### config.mk
export PLATFORM = sky130hd
export DESIGN_NAME = ccdt_ctrl
export DESIGN_NICKNAME = d
export VERILOG_FILES = /design/src/ccdt_pkg.sv /design/src/ccdt_ctrl.sv
export SDC_FILE = /design/constraint.sdc
export NUM_CORES = 1
export LEC_CHECK = 0
export ABC_AREA = 1
export BUFFER_PORTS_ARGS = -buffer_cell sky130_fd_sc_hd__buf_2
export CAP_MARGIN = 10
export CORE_UTILIZATION = 60
export DETAILED_ROUTE_END_ITERATION = 10
export GPL_ROUTABILITY_DRIVEN = 0
export PLACE_DENSITY = 0.85
export SLEW_MARGIN = 15
export SYNTH_ARGS = -nofsm -noshare
export SYNTH_HDL_FRONTEND = slang
export SYNTH_SLANG_ARGS = --single-unit
### constraint.sdc
create_clock -name CLK -period 6.3 [get_ports CLK]
set_clock_uncertainty 0.2 [all_clocks]
set_input_delay 0.315 -clock CLK [delete_from_list [all_inputs] [get_ports CLK]]
set_output_delay 0.315 -clock CLK [all_outputs]
set_load 0.01 [all_outputs]
### src/ccdt_pkg.sv
// constants for the sensor frame timing controller
package ccdt_pkg;
    // ===========================================
    // clock
    localparam int CLK_MHZ = 125;
    // ===========================================
    // array geometry
    localparam int LINES_ACTIVE = 1002;
    localparam int PIXELS_PER_LINE = 1004;
    localparam int DARK_LEFT_COLS = 28;
    localparam int DARK_RIGHT_COLS = 4;
    localparam int ISOLATION_LINES = 6;
    localparam int MULT_STAGES = 400;
    localparam int DISCARD_LINES = 2;
    // ===========================================
    // timing
    localparam int CLEAR_TIME_US = 100;
    localparam int CLEAR_CYCLES = CLEAR_TIME_US * CLK_MHZ;
    localparam int FRAME_RATE = 30;
    localparam int FRAME_CYCLES = (CLK_MHZ * 1000000) / FRAME_RATE;
    localparam int MIN_EXPOSURE_DIV = 5000;
    localparam int MIN_EXPOSURE_CYCLES = (CLK_MHZ * 1000000) / MIN_EXPOSURE_DIV;
    localparam int SETTLE_NS = 16;
    localparam int SETTLE_CYCLES = (SETTLE_NS * CLK_MHZ + 999) / 1000;
    localparam int HALF_VERT = 4;
    localparam int HALF_HORZ = 2;
    // ===========================================
    // states
    typedef enum logic [6:0] {
        ST_IDLE = 7'h01,
        ST_CLEAR = 7'h02,
        ST_INTEG = 7'h04,
        ST_XFER = 7'h08,
        ST_LINE = 7'h10,
        ST_PIX = 7'h20,
        ST_DONE = 7'h40
    } ccdt_state_e;
endpackage

### src/ccdt_ctrl.sv
// timing generator driving a frame-transfer multiplying image sensor
`timescale 1ns/1ps
`default_nettype none
// ===========================================
module ccdt_ctrl #(
    parameter int CLEAR_COUNT = ccdt_pkg::CLEAR_CYCLES,
    parameter int EXPOSURE_MAX = ccdt_pkg::FRAME_CYCLES,
    parameter int LINES = ccdt_pkg::LINES_ACTIVE + ccdt_pkg::ISOLATION_LINES
        + ccdt_pkg::DISCARD_LINES,
    parameter int PIXELS = ccdt_pkg::PIXELS_PER_LINE + ccdt_pkg::MULT_STAGES
) (
    input wire logic CLK,
    input wire logic NRST,
    input wire logic START,
    input wire logic [23:0] EXPOSURE,
    input wire logic [3:0] LINE_SUM,
    input wire logic [3:0] PIXEL_SUM,
    output logic BUSY,
    output logic FRAME_DONE,
    output logic overflow_drain_bias,
    output logic image_area_phase_one,
    output logic image_area_phase_two,
    output logic storage_area_phase_one,
    output logic storage_area_phase_two,
    output logic serial_register_phase_one,
    output logic serial_register_phase_two,
    output logic multiplication_gate,
    output logic RESET_GATE,
    output logic SAMPLE,
    output logic LINE_VALID,
    output logic DARK_PIXEL
);
    localparam int CW = 24;

    ccdt_pkg::ccdt_state_e state;
    logic [CW-1:0] cnt;
    logic [15:0] line;
    logic [15:0] pix;
    logic [3:0] lsum;
    logic [3:0] psum;
    logic [3:0] phase;
    logic [CW-1:0] expo;
    logic start_s1, start_s2;

    function automatic logic [CW-1:0] clamp_exp(input logic [CW-1:0] e);
        if (e < CW'(ccdt_pkg::MIN_EXPOSURE_CYCLES))
            return CW'(ccdt_pkg::MIN_EXPOSURE_CYCLES);
        else if (e > CW'(EXPOSURE_MAX))
            return CW'(EXPOSURE_MAX);
        else
            return e;
    endfunction

    // ===========================================
    // start synchroniser
    always_ff @(posedge CLK or negedge NRST) begin
        if (!NRST) begin
            start_s1 <= 1'b0;
            start_s2 <= 1'b0;
        end else begin
            start_s1 <= START;
            start_s2 <= start_s1;
        end
    end

    // ===========================================
    // frame sequencer
    always_ff @(posedge CLK or negedge NRST) begin
        if (!NRST) begin
            state <= ccdt_pkg::ST_IDLE;
            cnt <= '0;
            line <= '0;
            pix <= '0;
            lsum <= '0;
            psum <= '0;
            phase <= '0;
            expo <= '0;
        end else begin
            case (state)
                ccdt_pkg::ST_IDLE: begin
                    cnt <= '0;
                    if (start_s2) begin
                        expo <= clamp_exp(EXPOSURE);
                        state <= ccdt_pkg::ST_CLEAR;
                    end
                end
                ccdt_pkg::ST_CLEAR: begin
                    if (cnt >= CW'(CLEAR_COUNT - 1)) begin
                        cnt <= '0;
                        state <= ccdt_pkg::ST_INTEG;
                    end else
                        cnt <= cnt + 1'b1;
                end
                ccdt_pkg::ST_INTEG: begin
                    if (cnt >= expo - 1'b1) begin
                        cnt <= '0;
                        line <= '0;
                        phase <= '0;
                        state <= ccdt_pkg::ST_XFER;
                    end else
                        cnt <= cnt + 1'b1;
                end
                ccdt_pkg::ST_XFER: begin
                    phase <= phase + 1'b1;
                    if (phase == 4'(2 * ccdt_pkg::HALF_VERT - 1)) begin
                        phase <= '0;
                        if (line == 16'(LINES - 1)) begin
                            line <= '0;
                            lsum <= '0;
                            state <= ccdt_pkg::ST_LINE;
                        end else
                            line <= line + 1'b1;
                    end
                end
                ccdt_pkg::ST_LINE: begin
                    phase <= phase + 1'b1;
                    if (phase == 4'(2 * ccdt_pkg::HALF_VERT - 1)) begin
                        phase <= '0;
                        lsum <= lsum + 1'b1;
                        line <= line + 1'b1;
                        if (lsum >= LINE_SUM || line == 16'(LINES - 1)) begin
                            lsum <= '0;
                            pix <= '0;
                            psum <= '0;
                            state <= ccdt_pkg::ST_PIX;
                        end
                    end
                end
                ccdt_pkg::ST_PIX: begin
                    phase <= phase + 1'b1;
                    if (phase == 4'(2 * ccdt_pkg::HALF_HORZ - 1)) begin
                        phase <= '0;
                        pix <= pix + 1'b1;
                        psum <= (psum >= PIXEL_SUM) ? 4'h0 : psum + 1'b1;
                        if (pix == 16'(PIXELS - 1)) begin
                            if (line >= 16'(LINES))
                                state <= ccdt_pkg::ST_DONE;
                            else
                                state <= ccdt_pkg::ST_LINE;
                        end
                    end
                end
                ccdt_pkg::ST_DONE: begin
                    state <= ccdt_pkg::ST_IDLE;
                end
                default: state <= ccdt_pkg::ST_IDLE;
            endcase
        end
    end

    // ===========================================
    // gate drives
    always_ff @(posedge CLK or negedge NRST) begin
        if (!NRST) begin
            overflow_drain_bias <= 1'b0;
            image_area_phase_one <= 1'b0;
            image_area_phase_two <= 1'b1;
            storage_area_phase_one <= 1'b0;
            storage_area_phase_two <= 1'b1;
            serial_register_phase_one <= 1'b0;
            serial_register_phase_two <= 1'b1;
            multiplication_gate <= 1'b0;
            RESET_GATE <= 1'b0;
        end else begin
            overflow_drain_bias <= (state == ccdt_pkg::ST_CLEAR);
            image_area_phase_one <= (state == ccdt_pkg::ST_XFER) &&
                (phase < 4'(ccdt_pkg::HALF_VERT));
            image_area_phase_two <= !((state == ccdt_pkg::ST_XFER) &&
                (phase < 4'(ccdt_pkg::HALF_VERT)));
            storage_area_phase_one <= (state == ccdt_pkg::ST_XFER ||
                state == ccdt_pkg::ST_LINE) && (phase < 4'(ccdt_pkg::HALF_VERT));
            storage_area_phase_two <= !((state == ccdt_pkg::ST_XFER ||
                state == ccdt_pkg::ST_LINE) && (phase < 4'(ccdt_pkg::HALF_VERT)));
            serial_register_phase_one <= (state == ccdt_pkg::ST_PIX) &&
                (phase < 4'(ccdt_pkg::HALF_HORZ));
            serial_register_phase_two <= !((state == ccdt_pkg::ST_PIX) &&
                (phase < 4'(ccdt_pkg::HALF_HORZ)));
            multiplication_gate <= (state == ccdt_pkg::ST_PIX) &&
                (phase >= 4'(ccdt_pkg::HALF_HORZ));
            RESET_GATE <= (state == ccdt_pkg::ST_PIX) && (phase == 4'h0) &&
                (psum == 4'h0);
        end
    end

    // ===========================================
    // readout qualifiers
    always_ff @(posedge CLK or negedge NRST) begin
        if (!NRST) begin
            SAMPLE <= 1'b0;
            LINE_VALID <= 1'b0;
            DARK_PIXEL <= 1'b0;
            BUSY <= 1'b0;
            FRAME_DONE <= 1'b0;
        end else begin
            // sample after the phase-one fall plus output settling
            SAMPLE <= (state == ccdt_pkg::ST_PIX) &&
                (phase == 4'(ccdt_pkg::HALF_HORZ + ccdt_pkg::SETTLE_CYCLES - 1)) &&
                (psum >= PIXEL_SUM);
            LINE_VALID <= (state == ccdt_pkg::ST_PIX) &&
                (line > 16'(ccdt_pkg::DISCARD_LINES + ccdt_pkg::ISOLATION_LINES));
            DARK_PIXEL <= (state == ccdt_pkg::ST_PIX) &&
                ((pix < 16'(ccdt_pkg::DARK_LEFT_COLS)) ||
                 (pix >= 16'(ccdt_pkg::PIXELS_PER_LINE - ccdt_pkg::DARK_RIGHT_COLS) &&
                  pix < 16'(ccdt_pkg::PIXELS_PER_LINE)));
            BUSY <= (state != ccdt_pkg::ST_IDLE);
            FRAME_DONE <= (state == ccdt_pkg::ST_DONE);
        end
    end
endmodule // ccdt_ctrl
`default_nettype wire

==> metrics, run 1 <==
run status=finished clean; syn_area_per_cell=6.84 um2; post-synthesis instance area=8170 um2; clock-pin slew on the worst setup and hold paths=50 ps; H-Tree Level Count=4; Worst Path Required=6460 ps; die height=119 um; Synth warnings=0; Worst Path Arrival=4000 ps; register area=2880 um2; grt total ovfl=0; Worst Path Max Fanout=22; most common cell after layout, fill and taps aside=nand2_1; CTS tree=yes; P per Cell Area=288 nW/um2; Netlist cell types=47; Mapped Cells=1195; sequential fraction of the synthesis area=35.3%; VDD IR-drop max=0.000230 V; CP endpoint kind=flip-flop; DR pass1 iterations=6; Worst Setup Start Kind=flip-flop; multi-input combinational cell area=between 4000 and 5000 um2; setup ws final=~2500 ps; TritonCTS Sinks=between 100 and 150; first-pass GRT wire length=33.5 mm; worst setup path class=flip-flop to flip-flop; cell leakage power=4.77 nW; Post-DP Area=~8500 um2; Via density=around 5.3; Tmin final=3840 ps; fill count=1085; n_diodes=0; clock tree root driver cell=clkbuf_16; Syn Nets=1274; Rows=42; finished layout cell area=9300 um2; largest net degree at the start of global routing=80; share of cells above drive strength 1=9.32%; Via Count=7709; initial core utilization=about 62%; IO Pins=49; RSZ-0062 raised after global routing=no; Worst Tran Pin Value=about 1000 ps; # nets final=1332; Final Hold Fails=0; Iter 0 DRT Violations=around 650; Final HPWL DP=13.7 mm; vias in the first global route=7359; FF+latch count, synth=115; die width=119 um; Area Overhead vs Synth=13.7%; HP Class=input port to flip-flop; Final Util=70.2%; part of the cycle the worst path needs=61.0%; setup violators final=0; max-cap violations=0; worst reg2reg setup slack=roughly 2500 ps; port bufs=48; Place WS=2520 ps; die area=14100 um2; TritonCTS Buffers=17; Max Fclk=0.260 GHz; max_slew headroom=32.6%; most frequent cells in the layout=nand2_1 (368), nor2_1 (154), inv_1 (138), dfrtp_1 (111), nand3_1 (100); WL/cell=13.5 um; worst skew pair latency=420 ps; final WL=19.4 mm; Max Slew Vio Count=0; core area=13200 um2; drc violations=0; sum of negative setup slack=0 ps; initial antenna violation count=0; clock tree buffer depth=2; GRT Total Usage=29.6%; ANT nets after route=0
==> power by group <==
| group | internal, mW | total [mW] | switching [mW] | leakage (nW) |
|---|---|---|---|---|
| Combinational | 0.241 | 0.714 | 0.472 | 2.94 |
| Sequential | 0.834 | 0.926 | 0.0916 | 1.51 |
| Clock | 0.702 | 1.04 | 0.337 | 0.317 |
==> layer usage <==
layer	vias up	track usage [%]	share of wire, %	wire, um
met5	-	0	0	0
met4	0	11.8	2.7	531
met3	47	6.18	4.7	917
met2	212	50.6	49	9600
met1	3524	36.3	43	8390
li1	3926	-	-	-
==> synth_stat cells, drive strengths merged <==
cell | n | area share (%)
o31ai | 2 | 0.18
nor3 | 25 | 1.7
and3 | 1 | 0.077
a32oi | 1 | 0.11
nand3b | 4 | 0.37
nor4 | 4 | 0.31
a21boi | 6 | 0.55
o21a | 1 | 0.092
a21oi | 21 | 1.3
nand2 | 374 | 17
nand4 | 22 | 1.7
nand3 | 101 | 6.2
a41o | 1 | 0.12
o21bai | 3 | 0.28
ha | 44 | 6.7
o311ai | 1 | 0.11
dfrtp | 111 | 34
inv | 151 | 6.9
dfstp | 4 | 1.3
and2 | 1 | 0.11
buf | 14 | 1.0
a31oi | 4 | 0.31
a21o | 1 | 0.092
clkbuf | 10 | 0.46
o21ai | 60 | 3.8
o211ai | 1 | 0.092
a2111oi | 1 | 0.11
xnor2 | 9 | 0.96
xor2 | 50 | 5.4
or2 | 6 | 0.46
nor2 | 160 | 7.7
a41oi | 1 | 0.11
==> state kept, by name, summed over array words and instances (netlist names), 4 cells and up <==
| register | flops |
|---|---|
| phase | 4 |
| pix | 16 |
| psum | 4 |
| cnt | 24 |
| expo | 24 |
| line | 16 |
| state | 7 |
| lsum | 4 |
==> repair_timing <==
| action | in CTS | in global routing |
|---|---|---|
| resized for setup | 0 | 0 |
| hold endpoints to repair | 48 | 0 |
| setup buffers | 0 | 0 |
| hold buffers | 13 | 0 |
==> path summary, 6_finish.rpt <==
check	startpoint	cells past startpoint	endpoint
setup / recovery	expo[2]	19	line[2]
hold / removal	EXPOSURE[13]	3	expo[13]
setup reg to reg	expo[2]	19	line[2]
hold reg to reg	start_s1	0	start_s2
max in group asynchronous	NRST	3	cnt[22]
min in group asynchronous	NRST	2	line[14]
==> per-stage QoR <==
stage | instances | power [mW] | hold slack, ps
floorplan | 1195 | 1.44 | -181
global placement | 1397 | 1.61 | 90.9
CTS | 1442 | 2.68 | 12.2
finish | 1442 | 2.68 | 19.3
detailed placement | 1397 | 1.63 | 91.6
global route | 1442 | 2.84 | 20.1
==> critical path: stages, from the launching register on <==
cell,delay (ps)
dfrtp_1,420
nor3_2,280
nand2_1,150
nor2_1,210
nand2_1,110
nor2_1,250
nand3_1,140
xnor2_1,150
inv_1,60
ha_1,300
nand2_1,60
inv_1,60
nand3_1,100
a21oi_1,250
nor2_1,100
nand3_2,180
nand2_2,290
inv_2,280
nand2_1,100
nand2_1,70
==> logic make-up (layout without fill, tap and decap cells) <==
| group | after synthesis | after routing | share of synthesized area [%] |
|---|---|---|---|
| simple gates | 698 | 698 | 36.0 |
| buf+inv | 175 | 246 | 8.42 |
| flops | 115 | 115 | 35.3 |
| compound gates | 104 | 104 | 7.29 |
| xor+xnor | 59 | 59 | 6.32 |
| fa+ha+maj | 44 | 44 | 6.74 |
==> area by class of cell <==
| class | instances | share of cell area [%] |
|---|---|---|
| multi-input cells | 905 | 49.5 |
| flip-flops and latches | 115 | 31.0 |
| inverters | 151 | 6.10 |
| clock buffers | 23 | 5.25 |
| repair buffers | 63 | 4.17 |
| well taps | 176 | 2.37 |
| clock inverters | 9 | 1.60 |
Power figures use the tool's default switching activity.
==> run 2, diff against run 1 <==
--- a/config.mk
+++ b/config.mk
@@ -8,10 +8,10 @@
 export ABC_AREA = 1
 export BUFFER_PORTS_ARGS = -buffer_cell sky130_fd_sc_hd__buf_2
 export CAP_MARGIN = 10
-export CORE_UTILIZATION = 60
+export CORE_UTILIZATION = 56
 export DETAILED_ROUTE_END_ITERATION = 10
 export GPL_ROUTABILITY_DRIVEN = 0
-export PLACE_DENSITY = 0.85
+export PLACE_DENSITY = 0.83
 export SLEW_MARGIN = 15
 export SYNTH_ARGS = -nofsm -noshare
 export SYNTH_HDL_FRONTEND = slang
==> constraint.sdc (replaced) <==
create_clock -name CLK -period 3.5 [get_ports CLK]
set_clock_uncertainty 0.2 [all_clocks]
set_input_delay 0.175 -clock CLK [delete_from_list [all_inputs] [get_ports CLK]]
set_output_delay 0.175 -clock CLK [all_outputs]
set_load 0.01 [all_outputs]
==> run 2 against run 1 <==
Largest power group unchanged; global-route usage decreased by 1.5 points; clock power increased by 93%; combinational power increased by 92%; critical endpoint is now phase[0]; wire length increased by 2.8%.
==> metrics, run 2 (synthesis results as in run 1) <==
Final Hold Fails=0 (unchanged); Final Util=68.7% (was 70.2%); setup ws final=237 ps (was 2460 ps); Critical Path Start=expo[0] (was expo[2]); worst setup path class=flip-flop to flip-flop (unchanged); Iter 0 DRT Violations=813 (was 653); # nets final=1352 (was 1332); sum of negative setup slack=0 ps (unchanged); TritonCTS Buffers=17 (unchanged); met3 global-route usage=4.79% (was 6.18%); max-cap violations=0 (unchanged); HP Class=flip-flop to flip-flop (was input port to flip-flop); TritonCTS Sinks=115 (unchanged); P per Cell Area=522 nW/um2 (was 288 nW/um2); cell leakage power=4.89 nW (was 4.77 nW); initial core utilization=58.2% (was 61.7%); vias in the first global route=7394 (was 7359); setup violators final=0 (unchanged); clock-pin slew on the worst setup and hold paths=60 ps (was 50 ps); Layout Cells excl Fill=1466 (was 1442); GRT Max-Usage Layer=met2 (unchanged); Max Fclk=0.307 GHz (was 0.260 GHz); drc violations=0 (unchanged); Tot Pwr=5.04 mW (was 2.68 mW); R2R cell count=19 (unchanged); Tmin final=3260 ps (was 3840 ps); Worst Path Max Fanout=6 (was 22); most frequent cells in the layout=nand2_1 (365), nor2_1 (147), inv_1 (137), dfrtp_1 (111), nand3_1 (99) (was nand2_1 (368), nor2_1 (154), inv_1 (138), dfrtp_1 (111), nand3_1 (100)); placed insts=1409 (was 1397); GR Util met1=35.8% (was 36.3%); VDD IR-drop max=0.000382 V (was 0.000230 V); first-pass GRT wire length=33.2 mm (was 33.5 mm); GRT Total Usage=28.1% (was 29.6%); Final HPWL DP=13.6 mm (was 13.7 mm); grt total ovfl=0 (unchanged); Worst Path Required=3590 ps (was 6460 ps); clock tree buffer depth=2 (unchanged); finished layout cell area=9650 um2 (was 9300 um2); Place WS=-21.8 ps (was 2520 ps); Worst Path Arrival=3350 ps (was 4000 ps); clock tree root driver cell=clkbuf_16 (unchanged); fill count=1123 (was 1085); Hold Path Cell Cnt=0 (was 3); Via density=5.39 (was 5.35); part of the cycle the worst path needs=93.2% (was 61.0%); Hold WS=192 ps (was 19.3 ps); initial antenna violation count=0 (unchanged); Worst Tran Pin Value=901 ps (was 1010 ps); run status=finished clean (unchanged); max_slew headroom=39.9% (was 32.6%); Crit Reg-Reg Startpoint=expo[0] (was expo[2]); largest net degree at the start of global routing=71 (was 80); Via Count=7906 (was 7709); n_diodes=0 (unchanged); final WL=20.0 mm (was 19.4 mm); Max Slew Vio Count=0 (unchanged); Worst Hold Launch=start_s1 (was EXPOSURE[13]); most common cell after layout, fill and taps aside=nand2_1 (unchanged); worst skew pair latency=420 ps (about the same); core area=14000 um2 (was 13200 um2); ANT nets after route=0 (unchanged); Area Overhead vs Synth=18.0% (was 13.7%); die area=15100 um2 (was 14100 um2); IO Pins=49 (unchanged); port bufs=48 (unchanged); Post-DP Area=8610 um2 (was 8530 um2); Worst Setup Start Kind=flip-flop (unchanged); DR pass1 iterations=5 (was 6); largest registers=cnt x24, expo x24 (unchanged); CTS tree=yes (unchanged); Rows=43 (was 42); die height=123 um (was 119 um); WL/cell=13.6 um (was 13.5 um); H-Tree Level Count=4 (unchanged); CP endpoint kind=flip-flop (unchanged); GR met2 Demand/Resource=47.2% (was 50.6%); share of cells above drive strength 1=11.1% (was 9.32%); die width=123 um (was 119 um)
==> run 2: layer usage <==
| layer | wire (um) | part of all wire (%) | up-vias |
|---|---|---|---|
| li1 | - | - | 3964 |
| met1 | 8920 | 45 | 3613 |
| met2 | 9490 | 47 | 280 |
| met3 | 1080 | 5.4 | 49 |
| met4 | 489 | 2.4 | 0 |
| met5 | 0 | 0 | - |
==> run 2: layout make-up <==
cell class,instances,area [um2],area share [%]
Clock buffer,23,478,4.96
Clock inverter,9,199,2.06
Inverter,151,569,5.90
Multi-Input combinational cell,905,4690,48.7
Sequential cell,115,2880,29.9
Tap cell,180,225,2.33
Timing Repair Buffer,83,598,6.20
==> run 2: path summary, 6_finish.rpt <==
kind	endpoint	slack (ps)
worst max-delay path	phase[0]	240
worst min-delay path	start_s2	190
worst max register to register	phase[0]	240
worst min register to register	start_s2	190
max in group asynchronous	state[0]	2050
min in group asynchronous	cnt[4]	240
==> run 2: worst max-delay path: stages (launching register included) <==
cell and delay [ps]:
dfrtp_1 400, inv_2 90, ha_2 200, nand2_2 100, nor2_2 170, and3_2 240, nand2_1 100, xor2_1 190
inv_1 60, ha_1 270, nand2_1 60, nor2_2 130, nand2_1 120, nor3_2 120, nand2_1 120, nand3_4 160
buf_6 140, nand2_1 100, nand2_1 70, o21ai_0 80
==> run 2: repair_timing <==
item / in CTS / in global routing
hold endpoints to repair: 89 / 0
resized for setup: 1 / 26
pin swaps: 0 / 6
endpoints found under the setup margin: 11 / 48
buffers inserted: 0 / 1
hold buffers: 24 / 0
cloned: 0 / 0
==> run 2: where the power goes <==
| part | total [mW] | switching [mW] | internal [mW] |
|---|---|---|---|
| Clock | 2.01 | 0.619 | 1.39 |
| Combinational | 1.37 | 0.883 | 0.483 |
| Sequential | 1.66 | 0.163 | 1.50 |
==> run 3, diff against run 2 <==
--- a/config.mk
+++ b/config.mk
@@ -12,6 +12,7 @@
 export DETAILED_ROUTE_END_ITERATION = 10
 export GPL_ROUTABILITY_DRIVEN = 0
 export PLACE_DENSITY = 0.83
+export RECOVER_POWER = 50
 export SLEW_MARGIN = 15
 export SYNTH_ARGS = -nofsm -noshare
 export SYNTH_HDL_FRONTEND = slang
==> run 3 against run 2 <==
Clock-buffer cell count unchanged; the run now ends with capacitance limit, slew limit left; critical path type unchanged; clock power barely moved; critical path depth is the same.
==> metrics, run 3 (synthesis results as in run 1) <==
CP endpoint kind=flip-flop (unchanged); IO Pins=49 (unchanged); Crit-path slowest cell=dfrtp_1 (unchanged); worst-path cell chain=inv_2 -> ha_2 -> nand2_2 -> nor2_2 -> and3_2 -> nand2_1 -> xor2_1 -> inv_1 -> ha_1 -> nand2_1 -> nor2_2 -> nand2_1 -> nor3_2 -> nand2_1 -> nand3_4 -> buf_6 -> nand2_1 -> nand2_1 -> o21ai_0 (unchanged); GRT Total Usage=28.1% (unchanged); n_diodes=0 (unchanged); max incr delay on CP=400 ps (about the same); CTS tree=yes (unchanged); first-pass GRT wire length=33.2 mm (unchanged); H-Tree Level Count=4 (unchanged); final WL=20.0 mm (about the same); most common cell after layout, fill and taps aside=nand2_1 (unchanged); Worst Path Max Fanout=6 (unchanged); setup violators final=0 (unchanged); part of the cycle the worst path needs=93.2% (about the same); P per Cell Area=524 nW/um2 (was 522 nW/um2); drc violations=0 (unchanged); Max Fclk=0.307 GHz (about the same); clock tree buffer depth=2 (unchanged); finished layout cell area=9600 um2 (was 9650 um2); Worst Setup Start Kind=flip-flop (unchanged); clock-pin slew on the worst setup and hold paths=60 ps (about the same); grt total ovfl=0 (unchanged); max_slew headroom=-15.2% (was 39.9%); core area=14000 um2 (unchanged); initial core utilization=58.2% (unchanged); worst setup path class=flip-flop to flip-flop (unchanged); Iter 0 DRT Violations=792 (was 813); vias in the first global route=7394 (unchanged); worst skew pair latency=420 ps (about the same); run status=finished, violations left (was finished clean); Worst Tran Pin Value=1730 ps (was 901 ps); # nets final=1352 (unchanged); DR pass1 iterations=7 (was 5); largest registers=cnt x24, expo x24 (unchanged); Max Slew Vio Count=71 (was 0); Worst Path Arrival=3350 ps (about the same); Post-DP Area=8610 um2 (unchanged); Via Count=7912 (was 7906); Final Hold Fails=0 (unchanged); share of cells above drive strength 1=9.72% (was 11.1%); TritonCTS Buffers=17 (unchanged); WL/cell=13.6 um (about the same); Hold WS=191 ps (was 192 ps); largest net degree at the start of global routing=71 (unchanged); die width=123 um (unchanged); VDD IR-drop max=0.000381 V (was 0.000382 V); Layout Cells excl Fill=1466 (unchanged); sum of negative setup slack=0 ps (unchanged); cell leakage power=4.84 nW (was 4.89 nW); placed insts=1409 (unchanged); Via density=5.40 (was 5.39); max-cap violations=1 (was 0); worst reg2reg setup slack=240 ps (about the same); Tmin final=3260 ps (about the same); clock tree root driver cell=clkbuf_16 (unchanged); failing checks=capacitance limit, slew limit; Area Overhead vs Synth=17.4% (was 18.0%); Final HPWL DP=13.6 mm (unchanged); most frequent CP cell=nand2_1 (unchanged); most frequent cells in the layout=nand2_1 (366), nor2_1 (148), inv_1 (139), dfrtp_1 (111), nand3_1 (99) (was nand2_1 (365), nor2_1 (147), inv_1 (137), dfrtp_1 (111), nand3_1 (99)); Worst Path Required=3590 ps (about the same); Rows=43 (unchanged); TritonCTS Sinks=115 (unchanged); ANT nets after route=0 (unchanged); initial antenna violation count=0 (unchanged); HP Class=flip-flop to flip-flop (unchanged); die height=123 um (unchanged); Final Util=68.4% (was 68.7%); port bufs=48 (unchanged); die area=15100 um2 (unchanged)
## run 3: final timing paths
path | from | cells after the start | to
setup / recovery | expo[0] | 19 | phase[0]
hold / removal | start_s1 | 0 | start_s2
setup reg to reg | expo[0] | 19 | phase[0]
hold reg to reg | start_s1 | 0 | start_s2
max in group asynchronous | NRST | 3 | start_s2
min in group asynchronous | NRST | 2 | cnt[0]
## run 3: stage by stage
stage	worst slack (ps)	power [mW]
6_report	238	5.03
3_5_place_dp	-21.8	2.93
5_1_grt	-36.3	5.33
3_3_place_gp	194	2.89
4_1_cts	29.2	4.98
2_1_floorplan	385	2.59
## run 3: layout make-up
type                            count  area [um2]
Sequential cell                   115        2880
Fill cell                        1133        4440
Multi-Input combinational cell    905        4680
Timing Repair Buffer               83         563
Inverter                          151         569
Tap cell                          180         225
Clock buffer                       23         478
Clock inverter                      9         199
## run 3: timing repair
| item | in CTS | in global routing |
|---|---|---|
| setup endpoints to repair | 11 | 48 |
| gates resized for setup | 1 | 26 |
| pin swaps | 0 | 6 |
| hold buffers | 24 | 0 |
| hold endpoints to repair | 89 | 0 |
| buffers inserted | 0 | 1 |
## run 3: power breakdown
part	leakage, nW	internal (mW)	switching, mW	total, mW
logic	2.99	0.477	0.882	1.36
clock network	0.331	1.39	0.619	2.01
registers	1.51	1.50	0.163	1.66
## run 3: metal layers
layer  global-route usage [%]  routed length (um)
met3                     4.79                1100
met1                     35.8                8860
met2                     47.2                9560
met5                        0                   0
met4                     11.3                 476
## run 3: worst max-delay path: cells and delay by family (launching register included)
kind	cells	cell delay [ps]
buf+inv	3	290
xor+xnor	1	190
fa+ha+maj	2	470
compound gates	1	80
flops	1	400
simple gates	12	1500
